===== config.mk =====
export PLATFORM = sky130hd
export DESIGN_NAME = coe_operand_ea
export DESIGN_NICKNAME = d
export VERILOG_FILES = /design/src/inc/coe_pkg.sv /design/src/verilog/coe_ea_gen.sv /design/src/verilog/coe_operand_ea.sv
export SDC_FILE = /design/constraint.sdc
export NUM_CORES = 2
export LEC_CHECK = 0
export BUFFER_PORTS_ARGS = -buffer_cell sky130_fd_sc_hd__buf_2
export CAP_MARGIN = 20
export CORE_ASPECT_RATIO = 0.9
export CORE_MARGIN = 3
export CORE_UTILIZATION = 53
export DETAILED_ROUTE_END_ITERATION = 8
export MAX_ROUTING_LAYER = met4
export PLACE_DENSITY = 0.81
export RECOVER_POWER = 100
export SLEW_MARGIN = 10
export SYNTH_ARGS = -nofsm -noshare
export SYNTH_HDL_FRONTEND = slang
export SYNTH_SLANG_ARGS = --single-unit

===== constraint.sdc =====
create_clock -name i_ref_clk -period 8.3 [get_ports i_ref_clk]
set_clock_uncertainty 0.1 [all_clocks]
set_input_delay 0.415 -clock i_ref_clk [delete_from_list [all_inputs] [get_ports i_ref_clk]]
set_output_delay 0.415 -clock i_ref_clk [all_outputs]
set_load 0.02 [all_outputs]

===== src/inc/coe_pkg.sv =====
// Shared constants for the operand datapath and address generator
// Assumes a single core clock and an asynchronous active-low reset
package coe_pkg;
  localparam int unsigned REG_W = 32;
  localparam int unsigned SW_W = 16;
  // Operand size codes
  localparam logic [1:0] SZ_BYTE = 2'h0;
  localparam logic [1:0] SZ_WORD = 2'h1;
  localparam logic [1:0] SZ_LONG = 2'h2;
  // Addressing mode codes
  localparam logic [3:0] M_DREG = 4'h0;
  localparam logic [3:0] M_AREG = 4'h1;
  localparam logic [3:0] M_IND = 4'h2;
  localparam logic [3:0] M_POSTINC = 4'h3;
  localparam logic [3:0] M_PREDEC = 4'h4;
  localparam logic [3:0] M_DISP = 4'h5;
  localparam logic [3:0] M_INDEX = 4'h6;
  localparam logic [3:0] M_ABS_S = 4'h7;
  localparam logic [3:0] M_ABS_L = 4'h8;
  localparam logic [3:0] M_PC_DISP = 4'h9;
  localparam logic [3:0] M_PC_INDEX = 4'hA;
  localparam logic [3:0] M_IMM = 4'hB;
  localparam logic [3:0] M_QUICK = 4'hC;
  localparam logic [3:0] M_IMPLIED = 4'hD;
  // Implied register select
  localparam logic [1:0] IMP_SW = 2'h0;
  localparam logic [1:0] IMP_USP = 2'h1;
  localparam logic [1:0] IMP_SSP = 2'h2;
  localparam logic [1:0] IMP_PC = 2'h3;
  // Status word field positions
  localparam int unsigned SW_C = 0;
  localparam int unsigned SW_V = 1;
  localparam int unsigned SW_Z = 2;
  localparam int unsigned SW_N = 3;
  localparam int unsigned SW_X = 4;
  localparam int unsigned SW_IM_LO = 8;
  localparam int unsigned SW_IM_HI = 10;
  localparam int unsigned SW_S = 13;
  localparam int unsigned SW_T = 15;
  localparam logic [15:0] SW_DEF_MASK = 16'hA71F;
  localparam logic [15:0] SW_RST = 16'h2700;
  // Address steps and layout
  localparam logic [2:0] STEP_B = 3'h1;
  localparam logic [2:0] STEP_W = 3'h2;
  localparam logic [2:0] STEP_L = 3'h4;
  localparam logic [2:0] SP_IDX = 3'h7;
  localparam logic [31:0] LONG_LO_OFS = 32'h0000_0002;
  localparam logic [31:0] ZERO32 = 32'h0000_0000;
endpackage


===== src/verilog/coe_ea_gen.sv =====
// Effective address adder for memory addressing modes
// Assumes the base is already predecremented by the caller
`timescale 1ns/1ps
module coe_ea_gen (
  input wire logic [3:0] i_mode,
  input wire logic [31:0] i_base,
  input wire logic [31:0] i_index,
  input wire logic [15:0] i_ext0,
  input wire logic [15:0] i_ext1,
  input wire logic [31:0] i_pc,
  output logic [31:0] o_ea,
  output logic o_is_mem
);
  logic [31:0] long_displacement;
  logic [31:0] short_displacement;
  logic [31:0] indexed;

  assign long_displacement = {{16{i_ext0[15]}}, i_ext0};
  assign short_displacement = {{24{i_ext0[7]}}, i_ext0[7:0]};
  assign indexed = i_index + short_displacement;

  always_comb begin
    o_is_mem = 1'b1;
    case (i_mode)
      coe_pkg::M_IND, coe_pkg::M_POSTINC, coe_pkg::M_PREDEC: o_ea = i_base;
      coe_pkg::M_DISP: o_ea = i_base + long_displacement;
      coe_pkg::M_INDEX: o_ea = i_base + indexed;
      coe_pkg::M_PC_DISP: o_ea = i_pc + long_displacement;
      coe_pkg::M_PC_INDEX: o_ea = i_pc + indexed;
      coe_pkg::M_ABS_S: o_ea = long_displacement;
      coe_pkg::M_ABS_L: o_ea = {i_ext0, i_ext1};
      default: begin
        o_ea = coe_pkg::ZERO32;
        o_is_mem = 1'b0;
      end
    endcase
  end
endmodule


===== src/verilog/coe_operand_ea.sv =====
// Operand datapath: register file, status word, address generation, fetch
// Assumes decoder holds request inputs steady in the accept cycle
`timescale 1ns/1ps

module coe_operand_ea (
  input wire logic i_ref_clk,
  input wire logic i_arst_n,
  input wire logic i_op_valid,
  input wire logic [3:0] i_ea_mode,
  input wire logic [1:0] i_op_size,
  input wire logic [2:0] i_addr_reg_sel,
  input wire logic [3:0] i_index_reg_sel,
  input wire logic i_index_long,
  input wire logic [15:0] i_ext_word0,
  input wire logic [15:0] i_ext_word1,
  input wire logic [7:0] i_quick_data,
  input wire logic [1:0] i_implied_sel,
  input wire logic [31:0] i_pc,
  input wire logic i_wr_en,
  input wire logic i_wr_is_addr,
  input wire logic [2:0] i_wr_sel,
  input wire logic [1:0] i_wr_size,
  input wire logic [31:0] i_wr_data,
  input wire logic i_sw_wr_en,
  input wire logic i_sw_wr_byte,
  input wire logic [15:0] i_sw_wr_data,
  input wire logic [3:0] i_rd_sel,
  input wire logic [1:0] i_rd_size,
  input wire logic i_mem_ack,
  input wire logic [15:0] i_mem_rdata,
  output logic o_busy,
  output logic o_op_done,
  output logic [31:0] o_op_data,
  output logic [31:0] o_ea,
  output logic o_align_err,
  output logic o_mem_req,
  output logic [31:0] o_mem_addr,
  output logic o_wr_refused,
  output logic [31:0] o_rd_data,
  output logic [15:0] o_status_word
);
  typedef enum logic [1:0] {
    ST_IDLE = 2'b01,
    ST_FETCH = 2'b10
  } coe_state_type;

  coe_state_type state_q;
  logic [31:0] d_q [8];
  logic [31:0] a_q [7];
  logic [31:0] usp_q;
  logic [31:0] ssp_q;
  logic [15:0] sw_q;
  logic [31:0] a_view [8];
  logic [1:0] size_q;
  logic second_q;
  logic [31:0] data_q;

  // Size mask for operand portion
  function automatic logic [31:0] size_mask(input logic [1:0] sz);
    size_mask = (sz == coe_pkg::SZ_BYTE) ? 32'h0000_00FF :
                (sz == coe_pkg::SZ_WORD) ? 32'h0000_FFFF : 32'hFFFF_FFFF;
  endfunction

  // Address step by size and register
  function automatic logic [31:0] step_of(input logic [1:0] sz, input logic sp);
    logic [2:0] s;
    s = (sz == coe_pkg::SZ_LONG) ? coe_pkg::STEP_L : coe_pkg::STEP_W;
    if (sz == coe_pkg::SZ_BYTE && !sp) begin
      s = coe_pkg::STEP_B;
    end
    step_of = {29'h0, s};
  endfunction

  function automatic logic [31:0] sext16(input logic [15:0] v);
    sext16 = {{16{v[15]}}, v};
  endfunction

  logic sup;
  assign sup = sw_q[coe_pkg::SW_S];
  always_comb begin
    for (int i = 0; i < 7; i++) begin
      a_view[i] = a_q[i];
    end
    a_view[7] = sup ? ssp_q : usp_q;
  end

  // Request decode
  logic accept;
  logic is_sp;
  logic [31:0] base;
  logic [31:0] step;
  logic [31:0] base_eff;
  logic [31:0] idx_raw;
  logic [31:0] idx_val;
  logic [31:0] ea;
  logic is_mem;
  logic misalign;
  logic [31:0] imm_val;
  logic [31:0] imp_val;
  logic [31:0] direct_val;
  assign accept = i_op_valid && state_q == ST_IDLE;
  assign is_sp = i_addr_reg_sel == coe_pkg::SP_IDX;
  assign base = a_view[i_addr_reg_sel];
  assign step = step_of(i_op_size, is_sp);
  assign base_eff = (i_ea_mode == coe_pkg::M_PREDEC) ? base - step : base;
  assign idx_raw = i_index_reg_sel[3] ? a_view[i_index_reg_sel[2:0]] :
                   d_q[i_index_reg_sel[2:0]];
  assign idx_val = i_index_long ? idx_raw : sext16(idx_raw[15:0]);
  assign misalign = is_mem && i_op_size != coe_pkg::SZ_BYTE && ea[0];
  assign imm_val = (i_op_size == coe_pkg::SZ_LONG) ? {i_ext_word0, i_ext_word1} :
                   {16'h0, i_ext_word0} & size_mask(i_op_size);
  assign imp_val = (i_implied_sel == coe_pkg::IMP_SW) ? {16'h0, sw_q} :
                   (i_implied_sel == coe_pkg::IMP_USP) ? usp_q :
                   (i_implied_sel == coe_pkg::IMP_SSP) ? ssp_q : i_pc;
  assign direct_val =
    (i_ea_mode == coe_pkg::M_DREG) ? d_q[i_addr_reg_sel] & size_mask(i_op_size) :
    (i_ea_mode == coe_pkg::M_AREG) ? base & size_mask(i_op_size) :
    (i_ea_mode == coe_pkg::M_IMM) ? imm_val :
    (i_ea_mode == coe_pkg::M_QUICK) ? {{24{i_quick_data[7]}}, i_quick_data} :
    (i_ea_mode == coe_pkg::M_IMPLIED) ? imp_val : coe_pkg::ZERO32;

  coe_ea_gen u_ea_gen (
    .i_mode(i_ea_mode),
    .i_base(base_eff),
    .i_index(idx_val),
    .i_ext0(i_ext_word0),
    .i_ext1(i_ext_word1),
    .i_pc(i_pc),
    .o_ea(ea),
    .o_is_mem(is_mem)
  );

  // Address register update sources
  logic wr_a;
  logic wr_d;
  logic ea_upd;
  logic [31:0] a_wr_val;
  logic [31:0] ea_upd_val;
  assign wr_a = i_wr_en && i_wr_is_addr && i_wr_size != coe_pkg::SZ_BYTE;
  assign wr_d = i_wr_en && !i_wr_is_addr;
  assign a_wr_val = (i_wr_size == coe_pkg::SZ_WORD) ? sext16(i_wr_data[15:0]) : i_wr_data;
  assign ea_upd = accept && !misalign &&
                  (i_ea_mode == coe_pkg::M_POSTINC || i_ea_mode == coe_pkg::M_PREDEC) &&
                  !(wr_a && i_wr_sel == i_addr_reg_sel);
  assign ea_upd_val = (i_ea_mode == coe_pkg::M_PREDEC) ? base_eff : base + step;

  logic [31:0] d_merge;
  assign d_merge = (d_q[i_wr_sel] & ~size_mask(i_wr_size)) |
                   (i_wr_data & size_mask(i_wr_size));

  // Status word next value
  logic [15:0] sw_d;
  assign sw_d = (i_sw_wr_byte || !sup) ? {sw_q[15:8], i_sw_wr_data[7:0]} : i_sw_wr_data;

  always_ff @(posedge i_ref_clk or negedge i_arst_n) begin
    if (!i_arst_n) begin
      for (int i = 0; i < 8; i++) begin
        d_q[i] <= coe_pkg::ZERO32;
      end
    end else if (wr_d) begin
      d_q[i_wr_sel] <= d_merge;
    end
  end

  always_ff @(posedge i_ref_clk or negedge i_arst_n) begin
    if (!i_arst_n) begin
      for (int i = 0; i < 7; i++) begin
        a_q[i] <= coe_pkg::ZERO32;
      end
      usp_q <= coe_pkg::ZERO32;
      ssp_q <= coe_pkg::ZERO32;
    end else begin
      if (ea_upd && !is_sp) begin
        a_q[i_addr_reg_sel] <= ea_upd_val;
      end else if (ea_upd) begin
        if (sup) ssp_q <= ea_upd_val;
        else usp_q <= ea_upd_val;
      end
      if (wr_a && i_wr_sel != coe_pkg::SP_IDX) begin
        a_q[i_wr_sel] <= a_wr_val;
      end else if (wr_a) begin
        if (sup) ssp_q <= a_wr_val;
        else usp_q <= a_wr_val;
      end
    end
  end

  always_ff @(posedge i_ref_clk or negedge i_arst_n) begin
    if (!i_arst_n) begin
      sw_q <= coe_pkg::SW_RST;
    end else if (i_sw_wr_en) begin
      sw_q <= sw_d & coe_pkg::SW_DEF_MASK;
    end
  end
  assign o_status_word = sw_q;

  // Read port
  logic [31:0] rd_val;
  logic [1:0] rd_sz;
  assign rd_sz = (i_rd_sel[3] && i_rd_size == coe_pkg::SZ_BYTE) ? coe_pkg::SZ_WORD : i_rd_size;
  assign rd_val = (i_rd_sel[3] ? a_view[i_rd_sel[2:0]] : d_q[i_rd_sel[2:0]]) &
                  size_mask(rd_sz);
  always_ff @(posedge i_ref_clk or negedge i_arst_n) begin
    if (!i_arst_n) begin
      o_rd_data <= coe_pkg::ZERO32;
      o_wr_refused <= 1'b0;
    end else begin
      o_rd_data <= rd_val;
      o_wr_refused <= i_wr_en && i_wr_is_addr && !wr_a;
    end
  end

  // Fetch data assembly
  logic [31:0] fetch_val;
  logic last_beat;
  assign fetch_val = (size_q == coe_pkg::SZ_BYTE) ?
                     {24'h0, o_mem_addr[0] ? i_mem_rdata[7:0] : i_mem_rdata[15:8]} :
                     (size_q == coe_pkg::SZ_WORD) ? {16'h0, i_mem_rdata} :
                     {data_q[31:16], i_mem_rdata};
  assign last_beat = size_q != coe_pkg::SZ_LONG || second_q;

  always_ff @(posedge i_ref_clk or negedge i_arst_n) begin
    if (!i_arst_n) begin
      state_q <= ST_IDLE;
      o_busy <= 1'b0;
      o_op_done <= 1'b0;
      o_op_data <= coe_pkg::ZERO32;
      o_ea <= coe_pkg::ZERO32;
      o_align_err <= 1'b0;
      o_mem_req <= 1'b0;
      o_mem_addr <= coe_pkg::ZERO32;
      size_q <= coe_pkg::SZ_BYTE;
      second_q <= 1'b0;
      data_q <= coe_pkg::ZERO32;
    end else begin
      o_op_done <= 1'b0;
      case (state_q)
        ST_IDLE: begin
          if (accept) begin
            o_ea <= ea;
            size_q <= i_op_size;
            second_q <= 1'b0;
            o_align_err <= misalign;
            if (is_mem && !misalign) begin
              state_q <= ST_FETCH;
              o_busy <= 1'b1;
              o_mem_req <= 1'b1;
              o_mem_addr <= ea;
            end else begin
              o_op_done <= 1'b1;
              o_op_data <= direct_val;
            end
          end
        end
        ST_FETCH: begin
          if (i_mem_ack && !last_beat) begin
            data_q <= {i_mem_rdata, 16'h0};
            second_q <= 1'b1;
            o_mem_addr <= o_mem_addr + coe_pkg::LONG_LO_OFS;
          end else if (i_mem_ack) begin
            o_mem_req <= 1'b0;
            o_busy <= 1'b0;
            o_op_done <= 1'b1;
            o_op_data <= fetch_val;
            state_q <= ST_IDLE;
          end
        end
        default: begin
          state_q <= ST_IDLE;
          o_busy <= 1'b0;
          o_mem_req <= 1'b0;
        end
      endcase
    end
  end
endmodule


==> flow_summary.toml <==
[yosys]
ys_seq_area_share_pct = 33.4
yosysTopAreaCellShare_pct = 33.1
synthTopCellsByCount = "701 x dfrtp_1, 620 x nand2_1, 564 x o21ai_0"
synth_area_leaders = "dfrtp_1 33%, mux4_2 15%, mux2_2 7.8%, o21ai_0 5.3%, nand2_1 4.4%"
syn_area_mm2 = 0.0529
synth_warnings = 0
synth_flop_cell = "dfrtp_1"
yosysTopAreaCell = "dfrtp_1"
yosysUniqueCellTypes = 106
ys_ff_latch = 706
avgSynthCellArea_um2 = 9.79
synth_edf_count = 0
ys_async_sr_fraction_pct = 100
postSynthCellCount = 5404
yosysMostFrequentCell = "dfrtp_1"

[critical_path]
reg2reg_slack_ns = 0.27
cp-startpoint = "o_status_word[13]"
end_kind = "flop"
critPathKind = "reg -> reg"
cp.required_ns = 8.71
cpMaxStageDelayCell = "nor3_2"
path_max_fanout = 18
startpoint_type = "flop"
timing.rr.end = "a_q[21]"
r2r_cells = 16
cp_cell_sequence = "mux2_1 -> mux4_2 -> mux4_2 -> ha_1 -> nand2_1 -> nand2_1 -> ha_1 -> a222oi_1 -> nand2_1 -> a21oi_1 -> o221ai_1 -> nor3_2 -> clkbuf_1 -> nand2_1 -> o211ai_1 -> o21ai_0"
path_common_cell = "nand2_1"
timing.rr.start = "o_status_word[13]"
slowest_delay_ns = 1.61
critical_path_arrival_ns = 8.44

[floorplan]
initial_core_util_pct = 53.7
rows = 109
io_pins = 320
die_h_um = 306
chipWidth_um = 339
core-area_mm2 = 0.0986
die-area_mm2 = 0.104

[cells_and_area]
drive_above_1_share_pct = 22.2
stdcell_count = 6980
area_delta_synth_final_pct = 11.0
nets = 5833
fill_cells = 8320
utilization_pct = 59.6

[drt]
ant_nets = 0
wl_per_cell_um = 33.0
drt_iter0_drc = 8707
drt-total-wl_mm = 230
drc = 17
num_vias = 51600
dr.pass1.iters = 9
via_per_inst = 7.39

[clock_tree]
cts_tree = "built"
clk_path_buf_depth = 3
clock-root-buffer = "clkbuf_16"
cts_buffers = 80
worstSkewPairLatency_ns = 0.70
htree_levels = 3
post-cts-setup-buffer-count = 0
clk_pin_slew_ns = 0.06
cts.sinks = 706

[sta]
drv_slew = 1317
final.setup.tns_ns = 0
setup_viol = 0
rsz0062_at_grt = "false"
max_freq_mhz = 125
hold_viol_final = 0
slew_headroom_pct = -315
fin_hold_ws_ns = 0.0213
finalCritPeriodShare_pct = 96.7
worst_pin_slew_ns = 6.23
layout_min_cycle_time_ns = 8.03

[place]
port_buffers = 307
hpwl_mm = 159
dpl.cell_count = 6756
gp_congestion = 1.06

[power]
power.leakage_nw = 23.9
power.density_mw_per_mm2 = 275
ir_worst_vdd_mv = 0.206

[job]
maxCapViolations = 34

[outcome]
status = "complete, but fails checks"
violations = "DRC, capacitance limit, slew limit"

[global_route]
overflow = 0
grt_pass1_vias = 49400
antenna_found_initial = 27
grt_max_degree = 144
grt_usage_pct = 45.0
grt_pass1_wl_mm = 336

[worst_hold_path]
min-delay-path-class = "in -> reg"
whs_path_depth = 3
holdPathEnd = "a_q[211]"
hp-start = "i_wr_data[19]"
cell type report:
type                    instances  area [um2]  share of cell area, %
multi-input cells            4197       33300                   56.7
flip-flops and latches        706       17700                   30.1
repair buffers                507        2950                   5.02
clock buffers                 108        2280                   3.88
well taps                    1332        1670                   2.84
clock inverters                36         539                  0.918
inverters                      60         225                  0.383
diodes                         34        85.1                  0.145
worst max-delay path: cells and delay by family, from the launching register on:
kind,cells,cell delay [ns]
buffers and inverters,1,0.71
and+or+nand+nor,5,2.02
AOI/OAI and AO/OA,5,2.31
DFF,1,0.67
muxes,3,1.43
adders and majority gates,2,0.60
flip-flops by register name, indices dropped and copies added (netlist names), 2 cells and up:
name	count
d_q	256
a_q	224
o_ea	32
o_mem_addr	32
o_op_data	32
o_rd_data	32
ssp_q	32
usp_q	32
data_q	16
o_status_word	10
size_q	2
cells in the final DEF, fill, tap and decap left out, types with 52 or more instances in the layout:
master	Yosys	routed
a21oi_1	360	359
a221oi_1	70	69
a22oi_1	96	96
buf_2	26	155
buf_4	13	117
clkbuf_1	333	185
clkbuf_16	0	80
dfrtp_1	701	701
ha_1	105	105
inv_1	57	57
mux2_2	366	357
mux2i_1	158	157
mux4_2	356	356
nand2_1	620	620
nand3_1	73	73
nor2_1	378	369
nor3_1	55	52
o211ai_1	96	97
o21ai_0	564	582
o22ai_1	79	79
xnor2_1	81	81
power by group:
part	internal, W	switching (W)	total [W]
Sequential	0.00446	0.00111	0.00557
Clock	0.00228	0.00161	0.00389
Combinational	0.00276	0.00390	0.00666
worst max path at each step:
stage                     end  slack (ns)
4_1_cts        o_mem_addr[30]        0.20
6_report              a_q[21]        0.27
5_1_grt        o_mem_addr[30]        0.02
3_3_place_gp         o_ea[30]        0.29
3_5_place_dp   o_mem_addr[30]        0.26
2_1_floorplan        o_ea[30]        0.62
layer usage:
metal	up-vias	track usage, %	share of wire (%)
li1	20800	-	-
met1	24800	54.4	34
met2	4676	59.8	40
met3	1357	20.0	17
met4	0	31.0	9.4
met5	-	-	0
cells by family (layout without fill, tap and decap cells):
group,count (synthesis),in the layout,synth area share [%]
buffers and inverters,506,711,3.94
xor gates and xnor gates,135,135,2.30
adders and majority gates,110,110,2.67
DFF,706,706,33.4
other,1,40,0.00709
AOI/OAI and AO/OA,1624,1624,19.1
muxes,893,893,26.2
and+or+nand+nor,1429,1429,12.4
what timing repair did:
| item | CTS | global route |
|---|---|---|
| setup endpoints to repair | 0 | 10 |
| endpoints found under the hold margin | 136 | 2 |
| resized for setup | 0 | 8 |
| hold buffers | 35 | 1 |
per-stage QoR:
stage	setup slack, ns	instance area, um2	total power [W]
6_report	0.272	58700	0.0161
4_1_cts	0.204	58900	0.0159
2_1_floorplan	0.616	52900	0.00968
3_3_place_gp	0.287	55800	0.0118
5_1_grt	0.0209	58700	0.0167
3_5_place_dp	0.256	55800	0.0120
Power figures use the tool's default switching activity.
